<file path="src/core/mie_pkg.sv">
// Shared constants and opcode map for the instruction execution core
package mie_pkg;
  localparam int MIE_DW = 8;
  localparam int MIE_IW = 16;
  localparam int MIE_OPC_HI = 15;
  localparam int MIE_OPC_LO = 10;
  localparam int MIE_R_HI = 6;
  localparam int MIE_D_BIT = 7;
  localparam int MIE_BIT_HI = 9;
  localparam int MIE_BIT_LO = 7;
  localparam int MIE_LIT_HI = 7;
  localparam int MIE_ADR_HI = 9;
  localparam int MIE_F_HI = 3;
  localparam int MIE_S_HI = 4;
  localparam logic [3:0] MIE_F_MIN = 4'h5;
  localparam logic [9:0] MIE_INT_VEC = 10'h008;
  localparam logic [7:0] MIE_WORK_RST = 8'h00;
  localparam logic MIE_FLAG_RST = 1'b0;
  localparam logic MIE_TO_RST = 1'b1;
  localparam logic MIE_PD_RST = 1'b1;
  localparam logic [1:0] MIE_BUB_ONE = 2'h1;
  localparam logic [1:0] MIE_BUB_TWO = 2'h2;
  localparam logic [3:0] MIE_BCD_MAX = 4'h9;
  localparam logic [8:0] MIE_BCD_LO = 9'h006;
  localparam logic [7:0] MIE_BCD_HI = 8'h60;

  typedef enum logic [5:0] {
    OP_NOP = 6'h00, OP_AND_R = 6'h01, OP_OR_R = 6'h02, OP_XOR_R = 6'h03,
    OP_AND_I = 6'h04, OP_OR_I = 6'h05, OP_XOR_I = 6'h06, OP_ROR = 6'h07,
    OP_ROL = 6'h08, OP_BSET = 6'h09, OP_BCLR = 6'h0a, OP_INC = 6'h0b,
    OP_DEC = 6'h0c, OP_COM = 6'h0d, OP_SKBC = 6'h0e, OP_SKBS = 6'h0f,
    OP_INCSZ = 6'h10, OP_DECSZ = 6'h11, OP_MOVW2R = 6'h12, OP_MOVR = 6'h13,
    OP_LDLIT = 6'h14, OP_SWAP = 6'h15, OP_FWR = 6'h16, OP_FRD = 6'h17,
    OP_SWR = 6'h18, OP_SRD = 6'h19, OP_TWR = 6'h1a, OP_TRD = 6'h1b,
    OP_TBL = 6'h1c, OP_ADD_R = 6'h1d, OP_SUB_R = 6'h1e, OP_ADC_R = 6'h1f,
    OP_SBC_R = 6'h20, OP_ADD_I = 6'h21, OP_SUB_I = 6'h22, OP_ADC_I = 6'h23,
    OP_SBC_I = 6'h24, OP_DECADJ = 6'h25, OP_CMP = 6'h26, OP_CLRW = 6'h27,
    OP_CLRR = 6'h28, OP_SLEEP = 6'h29, OP_WDCLR = 6'h2a, OP_IEN = 6'h2b,
    OP_IDIS = 6'h2c, OP_SWI = 6'h2d, OP_RET = 6'h2e, OP_RETI = 6'h2f,
    OP_RETL = 6'h30, OP_ICALL = 6'h31, OP_IJMP = 6'h32, OP_CALL = 6'h33,
    OP_JMP = 6'h34
  } mie_op_t;
endpackage : mie_pkg

</file>
<file path="src/core/mie_alu.sv">
// Arithmetic and logic unit with flag generation
`timescale 1ns/1ps
module mie_alu (
  input wire mie_pkg::mie_op_t opc_in,
  input wire logic [7:0] work_in,
  input wire logic [7:0] opnd_in,
  input wire logic carry_in,
  input wire logic nib_carry_in,
  input wire logic [2:0] bit_sel_in,
  output logic [7:0] res_out,
  output logic carry_out,
  output logic nib_carry_out,
  output logic zero_out,
  output logic wr_zero_out,
  output logic wr_nib_out,
  output logic wr_carry_out
);
  logic is_sub;
  logic [7:0] ax;
  logic ci;
  logic [8:0] sum;
  logic [4:0] hsum;
  logic [8:0] adj_lo;
  logic adj_hi;

  // Subtract forms add the one's complement; only CMP adds an implicit +1
  assign is_sub = opc_in inside {mie_pkg::OP_SUB_R, mie_pkg::OP_SBC_R, mie_pkg::OP_SUB_I, mie_pkg::OP_SBC_I,
                                 mie_pkg::OP_CMP};
  assign ax = is_sub ? ~work_in : work_in;
  assign ci = (opc_in inside {mie_pkg::OP_ADC_R, mie_pkg::OP_SBC_R, mie_pkg::OP_ADC_I, mie_pkg::OP_SBC_I})
              ? carry_in : (opc_in == mie_pkg::OP_CMP);
  assign sum = {1'b0, opnd_in} + {1'b0, ax} + {8'h00, ci};
  assign hsum = {1'b0, opnd_in[3:0]} + {1'b0, ax[3:0]} + {4'h0, ci};
  assign adj_lo = {1'b0, work_in} + ((work_in[3:0] > mie_pkg::MIE_BCD_MAX || nib_carry_in) ? mie_pkg::MIE_BCD_LO
                                                                                           : 9'h000);
  assign adj_hi = adj_lo[8] || adj_lo[7:4] > mie_pkg::MIE_BCD_MAX || carry_in;
  assign zero_out = (res_out == 8'h00);

  always_comb begin
    res_out = opnd_in;
    carry_out = carry_in;
    nib_carry_out = nib_carry_in;
    wr_zero_out = 1'b0;
    wr_nib_out = 1'b0;
    wr_carry_out = 1'b0;
    case (opc_in)
      mie_pkg::OP_ADD_R, mie_pkg::OP_SUB_R, mie_pkg::OP_ADC_R, mie_pkg::OP_SBC_R,
      mie_pkg::OP_ADD_I, mie_pkg::OP_SUB_I, mie_pkg::OP_ADC_I, mie_pkg::OP_SBC_I: begin
        res_out = sum[7:0];
        carry_out = sum[8];
        nib_carry_out = hsum[4];
        wr_zero_out = 1'b1;
        wr_nib_out = 1'b1;
        wr_carry_out = 1'b1;
      end
      mie_pkg::OP_CMP: begin
        res_out = sum[7:0];
        carry_out = sum[8];
        wr_zero_out = 1'b1;
        wr_carry_out = 1'b1;
      end
      mie_pkg::OP_AND_R, mie_pkg::OP_AND_I: begin
        res_out = work_in & opnd_in;
        wr_zero_out = 1'b1;
      end
      mie_pkg::OP_OR_R, mie_pkg::OP_OR_I: begin
        res_out = work_in | opnd_in;
        wr_zero_out = 1'b1;
      end
      mie_pkg::OP_XOR_R, mie_pkg::OP_XOR_I: begin
        res_out = work_in ^ opnd_in;
        wr_zero_out = 1'b1;
      end
      mie_pkg::OP_COM: begin
        res_out = ~opnd_in;
        wr_zero_out = 1'b1;
      end
      mie_pkg::OP_MOVR: wr_zero_out = 1'b1;
      mie_pkg::OP_CLRW, mie_pkg::OP_CLRR: begin
        res_out = 8'h00;
        wr_zero_out = 1'b1;
      end
      mie_pkg::OP_INC, mie_pkg::OP_DEC: begin
        res_out = (opc_in == mie_pkg::OP_INC) ? opnd_in + 8'h01 : opnd_in - 8'h01;
        wr_zero_out = 1'b1;
      end
      mie_pkg::OP_INCSZ: res_out = opnd_in + 8'h01;
      mie_pkg::OP_DECSZ: res_out = opnd_in - 8'h01;
      mie_pkg::OP_ROR: begin
        res_out = {carry_in, opnd_in[7:1]};
        carry_out = opnd_in[0];
        wr_carry_out = 1'b1;
      end
      mie_pkg::OP_ROL: begin
        res_out = {opnd_in[6:0], carry_in};
        carry_out = opnd_in[7];
        wr_carry_out = 1'b1;
      end
      mie_pkg::OP_SWAP: res_out = {opnd_in[3:0], opnd_in[7:4]};
      mie_pkg::OP_BSET: res_out = opnd_in | (8'h01 << bit_sel_in);
      mie_pkg::OP_BCLR: res_out = opnd_in & ~(8'h01 << bit_sel_in);
      mie_pkg::OP_MOVW2R: res_out = work_in;
      mie_pkg::OP_DECADJ: begin
        res_out = adj_hi ? adj_lo[7:0] + mie_pkg::MIE_BCD_HI : adj_lo[7:0];
        carry_out = adj_hi;
        wr_carry_out = 1'b1;
      end
      default: ;
    endcase
  end
endmodule : mie_alu

</file>
<file path="src/core/mie_core.sv">
// Instruction decode and execute core with program counter, stack and flags
`timescale 1ns/1ps
module mie_core #(
  parameter int PCW = 10,
  parameter int SDEP = 8
) (
  input wire logic sys_clk_in,
  input wire logic arst_n_in,
  output logic [PCW-1:0] pc_out,
  input wire logic [15:0] instr_in,
  output logic [6:0] r_raddr_out,
  input wire logic [7:0] r_rdata_in,
  output logic [6:0] r_waddr_out,
  output logic [7:0] r_wdata_out,
  output logic r_we_out,
  output logic [3:0] f_addr_out,
  input wire logic [7:0] f_rdata_in,
  output logic [7:0] f_wdata_out,
  output logic f_we_out,
  output logic [4:0] s_addr_out,
  input wire logic [7:0] s_rdata_in,
  output logic [7:0] s_wdata_out,
  output logic s_we_out,
  input wire logic wdt_timeout_in,
  output logic sleep_out,
  output logic wdt_clear_out,
  output logic [7:0] work_out,
  output logic carry_out,
  output logic nibble_carry_out,
  output logic zero_out,
  output logic timeout_flag_out,
  output logic power_down_flag_out,
  output logic gie_out,
  output logic [7:0] t0md_out,
  output logic [7:0] table_high_data_out
);
  localparam int SPW = $clog2(SDEP);
  logic [1:0] rst_sync_q;
  logic rst_n;
  logic [PCW-1:0] pc_q, pc_d, pc_inc, ind_tgt, tbl_addr_q;
  logic [PCW-1:0] stk_q [SDEP];
  logic [SPW-1:0] sp_q, sp_top;
  logic [1:0] bub_q, bub_d;
  logic adv_q, tbl_q;
  logic [7:0] work_q, t0md_q, table_high_data_q;
  logic c_q, dc_q, z_q, to_q, pd_q, gie_q;
  logic r_we_q;
  logic [6:0] r_waddr_q;
  logic [7:0] r_wdata_q;
  mie_pkg::mie_op_t opc;
  logic ex, dsel, wk, rg, skip, push, pop, hold_br;
  logic [6:0] r_idx;
  logic [2:0] bsel;
  logic [7:0] lit, r_val, opnd, alu_res;
  logic alu_c, alu_dc, alu_z, wz, wdc, wc;

  // Reset released through two flops
  always_ff @(posedge sys_clk_in or negedge arst_n_in) begin
    if (!arst_n_in)
      rst_sync_q <= 2'h0;
    else
      rst_sync_q <= {rst_sync_q[0], 1'b1};
  end
  assign rst_n = rst_sync_q[1];

  // Field extraction; encoding is fixed by the package
  assign opc = mie_pkg::mie_op_t'(instr_in[mie_pkg::MIE_OPC_HI:mie_pkg::MIE_OPC_LO]);
  // Gated by reset so no strobe leaks while program memory is being loaded
  assign ex = rst_n && (bub_q == 2'h0);
  assign r_idx = instr_in[mie_pkg::MIE_R_HI:0];
  assign dsel = instr_in[mie_pkg::MIE_D_BIT];
  assign bsel = instr_in[mie_pkg::MIE_BIT_HI:mie_pkg::MIE_BIT_LO];
  assign lit = instr_in[mie_pkg::MIE_LIT_HI:0];
  // Bypass covers the one-cycle lag of the registered write port
  assign r_val = (r_we_q && r_waddr_q == r_idx) ? r_wdata_q : r_rdata_in;

  always_comb begin
    wk = 1'b0;
    rg = 1'b0;
    opnd = r_val;
    case (opc)
      mie_pkg::OP_AND_R, mie_pkg::OP_OR_R, mie_pkg::OP_XOR_R, mie_pkg::OP_ROR, mie_pkg::OP_ROL,
      mie_pkg::OP_INC, mie_pkg::OP_DEC, mie_pkg::OP_COM, mie_pkg::OP_MOVR, mie_pkg::OP_SWAP,
      mie_pkg::OP_ADD_R, mie_pkg::OP_SUB_R, mie_pkg::OP_ADC_R, mie_pkg::OP_SBC_R,
      mie_pkg::OP_INCSZ, mie_pkg::OP_DECSZ: begin
        wk = !dsel;
        rg = dsel;
      end
      mie_pkg::OP_AND_I, mie_pkg::OP_OR_I, mie_pkg::OP_XOR_I, mie_pkg::OP_ADD_I, mie_pkg::OP_SUB_I,
      mie_pkg::OP_ADC_I, mie_pkg::OP_SBC_I, mie_pkg::OP_LDLIT, mie_pkg::OP_RETL: begin
        wk = 1'b1;
        opnd = lit;
      end
      mie_pkg::OP_DECADJ, mie_pkg::OP_CLRW: wk = 1'b1;
      mie_pkg::OP_FRD: begin
        wk = 1'b1;
        opnd = f_rdata_in;
      end
      mie_pkg::OP_SRD: begin
        wk = 1'b1;
        opnd = s_rdata_in;
      end
      mie_pkg::OP_TRD: begin
        wk = 1'b1;
        opnd = t0md_q;
      end
      mie_pkg::OP_MOVW2R, mie_pkg::OP_CLRR, mie_pkg::OP_BSET, mie_pkg::OP_BCLR: rg = 1'b1;
      default: ;
    endcase
  end

  mie_alu u_alu (
    .opc_in(opc),
    .work_in(work_q),
    .opnd_in(opnd),
    .carry_in(c_q),
    .nib_carry_in(dc_q),
    .bit_sel_in(bsel),
    .res_out(alu_res),
    .carry_out(alu_c),
    .nib_carry_out(alu_dc),
    .zero_out(alu_z),
    .wr_zero_out(wz),
    .wr_nib_out(wdc),
    .wr_carry_out(wc)
  );

  // Sequencing: skipped or flushed words become bubbles
  assign skip = ex && ((opc == mie_pkg::OP_SKBC && !r_val[bsel]) || (opc == mie_pkg::OP_SKBS && r_val[bsel])
                || ((opc == mie_pkg::OP_INCSZ || opc == mie_pkg::OP_DECSZ) && alu_z));
  assign hold_br = opc inside {mie_pkg::OP_ICALL, mie_pkg::OP_IJMP, mie_pkg::OP_CALL, mie_pkg::OP_JMP,
                               mie_pkg::OP_RET, mie_pkg::OP_RETI, mie_pkg::OP_RETL, mie_pkg::OP_TBL};
  assign push = ex && (opc inside {mie_pkg::OP_ICALL, mie_pkg::OP_CALL, mie_pkg::OP_SWI});
  assign pop = ex && (opc inside {mie_pkg::OP_RET, mie_pkg::OP_RETI, mie_pkg::OP_RETL});
  assign bub_d = (opc == mie_pkg::OP_SWI) ? mie_pkg::MIE_BUB_TWO
                 : (skip || hold_br) ? mie_pkg::MIE_BUB_ONE : 2'h0;
  assign pc_inc = pc_q + PCW'(1);
  assign ind_tgt = {pc_q[PCW-1:mie_pkg::MIE_DW], work_q};
  assign sp_top = sp_q - SPW'(1);

  always_comb begin
    pc_d = pc_inc;
    if (!ex) begin
      pc_d = adv_q ? pc_inc : pc_q;
    end else begin
      case (opc)
        mie_pkg::OP_ICALL, mie_pkg::OP_IJMP: pc_d = ind_tgt;
        mie_pkg::OP_CALL, mie_pkg::OP_JMP: pc_d = PCW'(instr_in[mie_pkg::MIE_ADR_HI:0]);
        mie_pkg::OP_SWI: pc_d = PCW'(mie_pkg::MIE_INT_VEC);
        mie_pkg::OP_RET, mie_pkg::OP_RETI, mie_pkg::OP_RETL: pc_d = stk_q[sp_top];
        default: pc_d = pc_inc;
      endcase
    end
  end

  always_ff @(posedge sys_clk_in or negedge rst_n) begin
    if (!rst_n) begin
      pc_q <= '0;
      bub_q <= 2'h0;
      adv_q <= 1'b0;
      tbl_q <= 1'b0;
      tbl_addr_q <= '0;
      sp_q <= '0;
    end else begin
      pc_q <= pc_d;
      bub_q <= ex ? bub_d : bub_q - 2'h1;
      adv_q <= ex ? skip : adv_q;
      tbl_q <= ex && opc == mie_pkg::OP_TBL;
      tbl_addr_q <= ind_tgt;
      sp_q <= push ? sp_q + SPW'(1) : pop ? sp_top : sp_q;
    end
  end

  // Stack is data only; overflow wraps silently
  always_ff @(posedge sys_clk_in) begin
    if (push)
      stk_q[sp_q] <= pc_inc;
  end

  always_ff @(posedge sys_clk_in or negedge rst_n) begin
    if (!rst_n) begin
      work_q <= mie_pkg::MIE_WORK_RST;
      c_q <= mie_pkg::MIE_FLAG_RST;
      dc_q <= mie_pkg::MIE_FLAG_RST;
      z_q <= mie_pkg::MIE_FLAG_RST;
      r_we_q <= 1'b0;
      r_waddr_q <= '0;
      r_wdata_q <= '0;
    end else begin
      if (ex && wk)
        work_q <= alu_res;
      if (ex && wc)
        c_q <= alu_c;
      if (ex && wdc)
        dc_q <= alu_dc;
      if (ex && wz)
        z_q <= alu_z;
      r_we_q <= ex && rg;
      r_waddr_q <= r_idx;
      r_wdata_q <= alu_res;
    end
  end

  always_ff @(posedge sys_clk_in or negedge rst_n) begin
    if (!rst_n) begin
      to_q <= mie_pkg::MIE_TO_RST;
      pd_q <= mie_pkg::MIE_PD_RST;
      gie_q <= 1'b0;
      t0md_q <= '0;
      table_high_data_q <= '0;
    end else begin
      // A timeout event beats a same-cycle sleep or clear
      if (wdt_timeout_in)
        to_q <= 1'b0;
      else if (ex && (opc == mie_pkg::OP_SLEEP || opc == mie_pkg::OP_WDCLR))
        to_q <= 1'b1;
      if (ex && opc == mie_pkg::OP_SLEEP)
        pd_q <= 1'b0;
      else if (ex && opc == mie_pkg::OP_WDCLR)
        pd_q <= 1'b1;
      if (ex && (opc == mie_pkg::OP_IEN || opc == mie_pkg::OP_RETI))
        gie_q <= 1'b1;
      else if (ex && (opc == mie_pkg::OP_IDIS || opc == mie_pkg::OP_SWI))
        gie_q <= 1'b0;
      if (ex && opc == mie_pkg::OP_TWR)
        t0md_q <= work_q;
      if (tbl_q)
        table_high_data_q <= instr_in[mie_pkg::MIE_IW-1:mie_pkg::MIE_DW];
    end
  end

  assign pc_out = tbl_q ? tbl_addr_q : pc_q;
  assign r_raddr_out = r_idx;
  assign r_waddr_out = r_waddr_q;
  assign r_wdata_out = r_wdata_q;
  assign r_we_out = r_we_q;
  assign f_addr_out = instr_in[mie_pkg::MIE_F_HI:0];
  assign f_wdata_out = work_q;
  assign f_we_out = ex && opc == mie_pkg::OP_FWR && f_addr_out >= mie_pkg::MIE_F_MIN;
  assign s_addr_out = instr_in[mie_pkg::MIE_S_HI:0];
  assign s_wdata_out = work_q;
  assign s_we_out = ex && opc == mie_pkg::OP_SWR;
  assign sleep_out = ex && opc == mie_pkg::OP_SLEEP;
  assign wdt_clear_out = ex && opc == mie_pkg::OP_WDCLR;
  assign work_out = work_q;
  assign carry_out = c_q;
  assign nibble_carry_out = dc_q;
  assign zero_out = z_q;
  assign timeout_flag_out = to_q;
  assign power_down_flag_out = pd_q;
  assign gie_out = gie_q;
  assign t0md_out = t0md_q;
  assign table_high_data_out = table_high_data_q;
endmodule : mie_core

</file>
<file path="config.mk">
export PLATFORM = sky130hd
export DESIGN_NAME = mie_core
export DESIGN_NICKNAME = d
export VERILOG_FILES = /design/src/core/mie_pkg.sv /design/src/core/mie_alu.sv /design/src/core/mie_core.sv
export SDC_FILE = /design/constraint.sdc
export NUM_CORES = 1
export LEC_CHECK = 0
export BUFFER_PORTS_ARGS = -buffer_cell sky130_fd_sc_hd__buf_2
export CORE_MARGIN = 4
export CORE_UTILIZATION = 55
export DETAILED_ROUTE_END_ITERATION = 16
export PLACE_DENSITY = 0.77
export RECOVER_POWER = 25
export SLEW_MARGIN = 20
export SYNTH_ARGS = -nofsm -noshare
export SYNTH_HDL_FRONTEND = slang
export SYNTH_HIERARCHICAL = 1
export SYNTH_SLANG_ARGS = --single-unit
</file>
<file path="constraint.sdc">
create_clock -name sys_clk_in -period 11.37 [get_ports sys_clk_in]
set_input_delay 2.8425 -clock sys_clk_in [delete_from_list [all_inputs] [get_ports sys_clk_in]]
set_output_delay 2.8425 -clock sys_clk_in [all_outputs]
set_load 0.02 [all_outputs]
</file>
# Word level (Yosys, flattened, before mapping)
# Memory sizes are Yosys's and may differ from the RTL's.
# Cells that the tools add are included.
# classes
addsub,12
order_cmp,4
n_eq_ne,54
shifts,1
n_mux,33
bitwise,8
reduce_logical,67
# op_table
cell,n
$pmux 8 s16,1
$eq 6x6->1 const B,21
$eq 6x5->1 const B,16
$eq 6x4->1 const B,8
$pmux 10 s4,1
$mux 8,4
$pmux 8 s4,1
$mux 10,3
$eq 6x3->1 const B,4
$not 8->8,3
$logic_and 1x1->1,23
$reduce_or 21->1,1
$reduce_or 9->1,2
$and 8x8->8,2
$or 8x8->8,2
$reduce_or 16->1,1
$mux 1,14
$reduce_or 14->1,1
$reduce_or 2->1,7
$eq 6x2->1 const B,2
$reduce_or 12->1,1
$add 10x1->10 const B,1
$logic_or 1x1->1,10
$reduce_bool 2->1,5
35 further kinds,45
# totals
ff_bits,75
ramBits,80
inputBits,43
out_inout_bits,92
wordCells,200
mem_count,1
# mem_list
memory,depth,width,read_ports,rd_ports_with_merged_regs,wr,line_no,text
stk_q,8,10,1,0,1,mie_core.sv:41,logic [PCW-1:0] stk_q [SDEP];

# Longest topological paths before layout
# depth
word_depth,17
ltp_mapped,22

# By module
# The synthesis kept the hierarchy.
# modules_own_cells
mod,instances,cells_per_inst,area_each_um2,seq_area_each_um2
mie_core,1,575,7524.7,4281.6
mie_alu,1,413,2697.6,0.0

# Worst setup path before layout
# No wires, ideal clock.
# synth_timing
path_kind,input-to-reg
from,input port instr_in[4]
to,register bub_q[0]
arrival_ps,7116
t_required_ps,11304
setup_slack_ps,4187
stages,17
path_buffers,0
cell_sequence,xnor2_1 > nand4_1 > nor2_1 > mux2_2 > a221o_1 > fa_1 > fa_1 > a21o_1 > a21oi_1 > o21ai_0 > xor2_1 > a211o_1 > nor4_2 > inv_1 > o41ai_1 > o21ai_0 > nand2_1
# synth_via
elab_chain_len,15
elab_cells_between_ends,30
classes_between,4 x add/sub; 1 x eq/ne; 9 x mux; 6 x bitwise; 10 x reduce/logical
# synth_lines
item,line_no,text
start: declaration,mie_core.sv:10,"input wire logic [15:0] instr_in,"
$eq 7x7->1 *,mie_core.sv:75,assign r_val = (r_we_q && r_waddr_q == r_idx) ? r_wdata_q : r_rdata_in;
$logic_and 1x1->1 *,mie_core.sv:75,
$mux 8 *,mie_core.sv:75,
$pmux 8 s4 *,mie_core.sv:81,case (opc)
via opnd[0],mie_core.sv:54,"logic [7:0] lit, r_val, opnd, alu_res;"
$add 8x8->9 (tied with other cells),mie_alu.sv:32,"assign sum = {1'b0, opnd_in} + {1'b0, ax} + {8'h00, ci};"
$add 9x1->9 / $mux 8 (equally long branches),"mie_alu.sv:32, mie_alu.sv:84",
$pmux 8 s16 *,mie_alu.sv:46,case (opc_in)
via alu_res[6],mie_core.sv:54,
[1 not listed],-,
via alu_z,mie_core.sv:55,"logic alu_c, alu_dc, alu_z, wz, wdc, wc;"
$logic_and 1x1->1 *,mie_core.sv:130,|| ((opc == mie_pkg::OP_INCSZ || opc == mie_pkg::OP_DECSZ) && alu_z));
$logic_or 1x1->1 *,mie_core.sv:130,
$logic_and 1x1->1 *,mie_core.sv:129,assign skip = ex && ((opc == mie_pkg::OP_SKBC && !r_val[bsel]) || (opc == mie_pkg::OP_SKBS && r_val[bsel])
$logic_or 1x1->1 *,mie_core.sv:136,: (skip || hold_br) ? mie_pkg::MIE_BUB_ONE : 2'h0;
$mux 1 *,mie_core.sv:136,
$mux 2 *,mie_core.sv:135,assign bub_d = (opc == mie_pkg::OP_SWI) ? mie_pkg::MIE_BUB_TWO
$mux 2 *,mie_core.sv:166,bub_q <= ex ? bub_d : bub_q - 2'h1;
end signal: assignment,mie_core.sv:166,
end: declaration,mie_core.sv:43,"logic [1:0] bub_q, bub_d;"
# Mark *: on every way through the listed nets, which the timed path passes. The rest lies on a longest branch. The select of a mux whose other input is x is not followed.
# A chain may end at the register's enable or synchronous reset.

# Worst setup path after layout
# layout_timing
from,input port instr_in[13]
to,register bub_q[0]
# layout_via
elab_chain_len,14
elab_cells_between_ends,81
classes_between,4 x add/sub; 44 x eq/ne; 8 x mux; 6 x bitwise; 19 x reduce/logical
# layout_lines
item,line_no,text
$eq 6x6->1 (tied with other cells),mie_core.sv:81,
$reduce_or 9->1,-,
$pmux 8 s4 *,mie_core.sv:81,
via opnd[0],mie_core.sv:54,
$add 8x8->9 (tied with other cells),mie_alu.sv:32,
$add 9x1->9 / $mux 8 (equally long branches),"mie_alu.sv:32, mie_alu.sv:84",
$pmux 8 s16 *,mie_alu.sv:46,
via alu_res[6],mie_core.sv:54,
$logic_not 8->1 *,mie_alu.sv:37,assign zero_out = (res_out == 8'h00);
via alu_z,mie_core.sv:55,
$logic_and 1x1->1 *,mie_core.sv:130,
$logic_or 1x1->1 *,mie_core.sv:130,
$logic_and 1x1->1 *,mie_core.sv:129,
$logic_or 1x1->1 *,mie_core.sv:136,
$mux 1 *,mie_core.sv:136,
$mux 2 *,mie_core.sv:135,
$mux 2 *,mie_core.sv:166,
# Mark *: on every way through the listed nets, which the timed path passes. The rest lies on a longest branch.

==> reports/qor.csv <==
stage;metric;value;unit
status;outcome;complete, but fails checks;
status;violations;max-capacitance violations, max-slew violations;
clocking;postCtsSetupBuffers;0;
logic_synthesis;yosysSeqAreaShare;0.419;
final_layout;antenna_cells;0;
global_route;antenna_found_initial;0;
route;ant_nets;0;
logic_synthesis;synth-edff-count;80;
logic_synthesis;avgSynthCellArea;10.3;sq um
critical_path;worstPathArrival;8550;ps
global_route;grt_max_degree;74;
power;pwr-share-clk;0.238;
global_route;use_met1;0.393;
route;drtPass1Iterations;6;
global_route;overflow;0;
worst_hold_path;hold_depth;0;
power;p_leak;4.52;nW
sta;fmax;122;MHz
logic_synthesis;yosysWarnings;6;
route;vias;8755;
sta;fin_skew;17.7;ps
sta;tns;0;ps
worst_hold_path;hp-class;flip-flop to flip-flop;
clocking;cts_buffer_depth;2;
place;gp_congestion;1.03;
power;p_per_area;213;nW/um^2
place;dpl_cell_area;10800;sq um
flow_run;maxCapViolCount;1;
global_route;grt_pass1_wl;48300;um
route;post_drt_wl_per_cell;24.5;um
die;dieWidth;144;um
logic_synthesis;synthesis.instances;988;
worst_hold_path;hold_path_end;rst_sync_q[1];
critical_path;cp_max_fo;49;
die;die_height;144;um
logic_synthesis;syn_area;10200;sq um
die;num_io_pins;135;
critical_path;startpoint_type;input port;
power;pwr-share-comb;0.407;
sta;slew-limit-headroom;-1.79;
power;swShare;0.418;
clocking;cts_hold_buf;0;
route;viasPerCell;6.72;
critical_path;criticalPathCategory;input port to flip-flop;
power;p_sw;1.02;mW
final_layout;layout_commonest_cell;buf_2;
route;routed_wl;31900;um
route;route.detailed.drc;0;
clocking;root_buffer;clkbuf_16;
critical_path;critPathRequiredTime;11740;ps
place;dp_hpwl;22100;um
global_route;first_global_vias;8181;
global_route;global_route.usage.met3;0.0549;
critical_path;r2r-end;bub_q[0];
power;seq_power_share;0.355;
clocking;ctsResizeCount;0;
sta;tightest_slew;4180;ps
critical_path;r2r-start;r_waddr_out[4];
route;drtIter0Drc;1247;
sta;slew_violations;74;
final_layout;fin_nets;1123;
power;power.internal;1.41;mW
die;rows;49;
place;dpl.cell_count;1271;
logic_synthesis;synth_ff_type;edfxtp_1;
sta;post-route-period-util;0.719;
logic_synthesis;synthesis.nets;1050;
clocking;clk_latency;440;ps
global_route;grtUsageTotal;0.306;
clocking;htreeDepth;4;
power;ir_drop;0.000178;V
final_layout;syn_to_final_growth;11.3;%
global_route;grt_busiest_layer;met2;
logic_synthesis;synth_cell_types;92;
sta;layout_min_cycle_time;8170;ps
final_layout;drive_above_1_share;0.255;
clocking;cts_tree;yes;
clocking;cts_sinks;155;
final_layout;design_area;11400;sq um
sta;setup_violations;0;
die;die_area;20800;sq um
logic_synthesis;synth_async_sr_flop_share;0.484;
critical_path;rr_worst_depth;17;
sta;rsz0062_at_grt;false;
die;core;18100;sq um
clocking;cts-buffers-inserted;17;
global_route;met2_usage;0.517;
die;initial_utilization;0.563;
sta;finalHoldViolCount;0;
logic_synthesis;ys_ff_latch;155;
critical_path;end_kind;flip-flop;
final_layout;final_cell_mix;134 x buf_2, 85 x nand2_1, 80 x edfxtp_1;
critical_path;r2r_setup_slack;5610;ps
place;io_buffers;134;
clocking;clk_pin_slew_worst_paths;80;ps
worst_hold_path;hp-start;rst_sync_q[0];
final_layout;stdcell_count;1303;
-- synthesized netlist by cell type (7+ instances only) --
master    number  share of area
nand2_1       85          0.031
edfxtp_1      80           0.24
dfrtp_1       73           0.18
o21ai_0       58          0.028
nor2_1        57          0.021
mux2_2        40          0.044
buf_4         38          0.028
a21oi_1       36          0.018
nor3_1        33          0.016
buf_2         30          0.015
nand2b_1      28          0.017
xnor2_1       26          0.022
clkbuf_1      25         0.0092
inv_1         21         0.0077
nand3_1       21          0.010
mux4_2        20          0.044
xor2_1        19          0.016
a22oi_1       17          0.012
ha_1          16          0.020
a22o_1        13          0.011
o211ai_1      13         0.0095
a211oi_1      10         0.0073
and3_1        10         0.0061
nand3b_1      10         0.0073
a222oi_1       9         0.0088
mux2i_1        9         0.0088
nor2b_1        9         0.0055
a221o_1        8         0.0078
mux2_4         8          0.012
nor3b_1        7         0.0051
nor4_1         7         0.0043
nor4b_1        7         0.0060
o22ai_1        7         0.0043
-- area by class of cell --
cell class,instances,area (sq um)
Fill cell,1463,6770
Multi-Input combinational cell,712,5310
Sequential cell,155,4290
Timing Repair Buffer,153,810
Clock buffer,17,425
Tap cell,229,287
Clock inverter,15,180
Inverter,22,82.6
-- layer usage --
| metal | wire length, um | share of wire | vias up |
|---|---|---|---|
| met3 | 2670 | 0.084 | 101 |
| met5 | 0 | 0 | - |
| met4 | 1200 | 0.038 | 0 |
| met2 | 16000 | 0.50 | 516 |
| li1 | - | - | 3868 |
| met1 | 12100 | 0.38 | 4270 |
-- how the worst max path moves through the flow --
stage / depth (start not counted) / slack [ps] / end / from
floorplan: 17 / 4190 / bub_q[0] / instr_in[4]
global placement: 17 / 3070 / bub_q[0] / instr_in[13]
detailed placement: 17 / 3000 / bub_q[0] / instr_in[13]
CTS: 17 / 3380 / bub_q[0] / instr_in[13]
global route: 18 / 2850 / bub_q[0] / instr_in[13]
finish: 17 / 3200 / bub_q[0] / instr_in[13]
-- through the flow --
stage	total power, mW	util	hold WS (ps)	worst slack [ps]
finish	2.43	0.627	352	3200
global route	2.54	0.627	372	2850
CTS	2.42	0.627	354	3380
detailed placement	1.84	0.594	339	3000
global placement	1.82	0.594	334	3070
floorplan	1.55	-	331	4190
-- power groups by stage --
stage / sequential [mW] / clock [mW] / combinational [mW]
after floorplan: 0.837 / 0 / 0.713
after global placement: 0.866 / 0 / 0.953
after detailed placement: 0.867 / 0 / 0.970
after CTS: 0.857 / 0.583 / 0.982
after global routing: 0.872 / 0.610 / 1.06
final: 0.863 / 0.578 / 0.987
-- sequential cells by signal (all words and copies together) (netlist names), 2 cells and up --
signal and count:
t0md_out 8, table_high_data_out 8, pc_q 10, sp_q 3, rst_sync_q 2, tbl_addr_q 10, r_wdata_out 8, f_wdata_out 8
r_waddr_out 7, bub_q 2, stk_q 80
-- worst max-delay path, stage by stage --
cell,delay [ps]
buf_2,610
nand2b_1,370
nor3_2,640
nor4_4,160
a221o_1,520
fa_1,540
fa_1,440
a21o_1,180
a21oi_1,280
o21ai_0,200
xor2_1,180
a211o_1,360
nor4_2,360
inv_1,110
o41ai_1,500
o21ai_0,140
nand2_1,90
-- kinds of logic (layout without fill, tap and decap cells) --
kind of cell             Yosys count  in the layout  share of synthesized area
XOR/XNOR                          45             45                     0.0386
AND/OR/NAND/NOR                  320            320                      0.169
adder cells (fa/ha/maj)           19             19                     0.0255
AO/OA/AOI/OAI                    250            250                      0.176
multiplexers                      77             77                      0.109
flip-flops                       155            155                      0.419
buffers and inverters            121            207                     0.0628
other                              1              1                   0.000367
(Power assumes the default switching activity.)
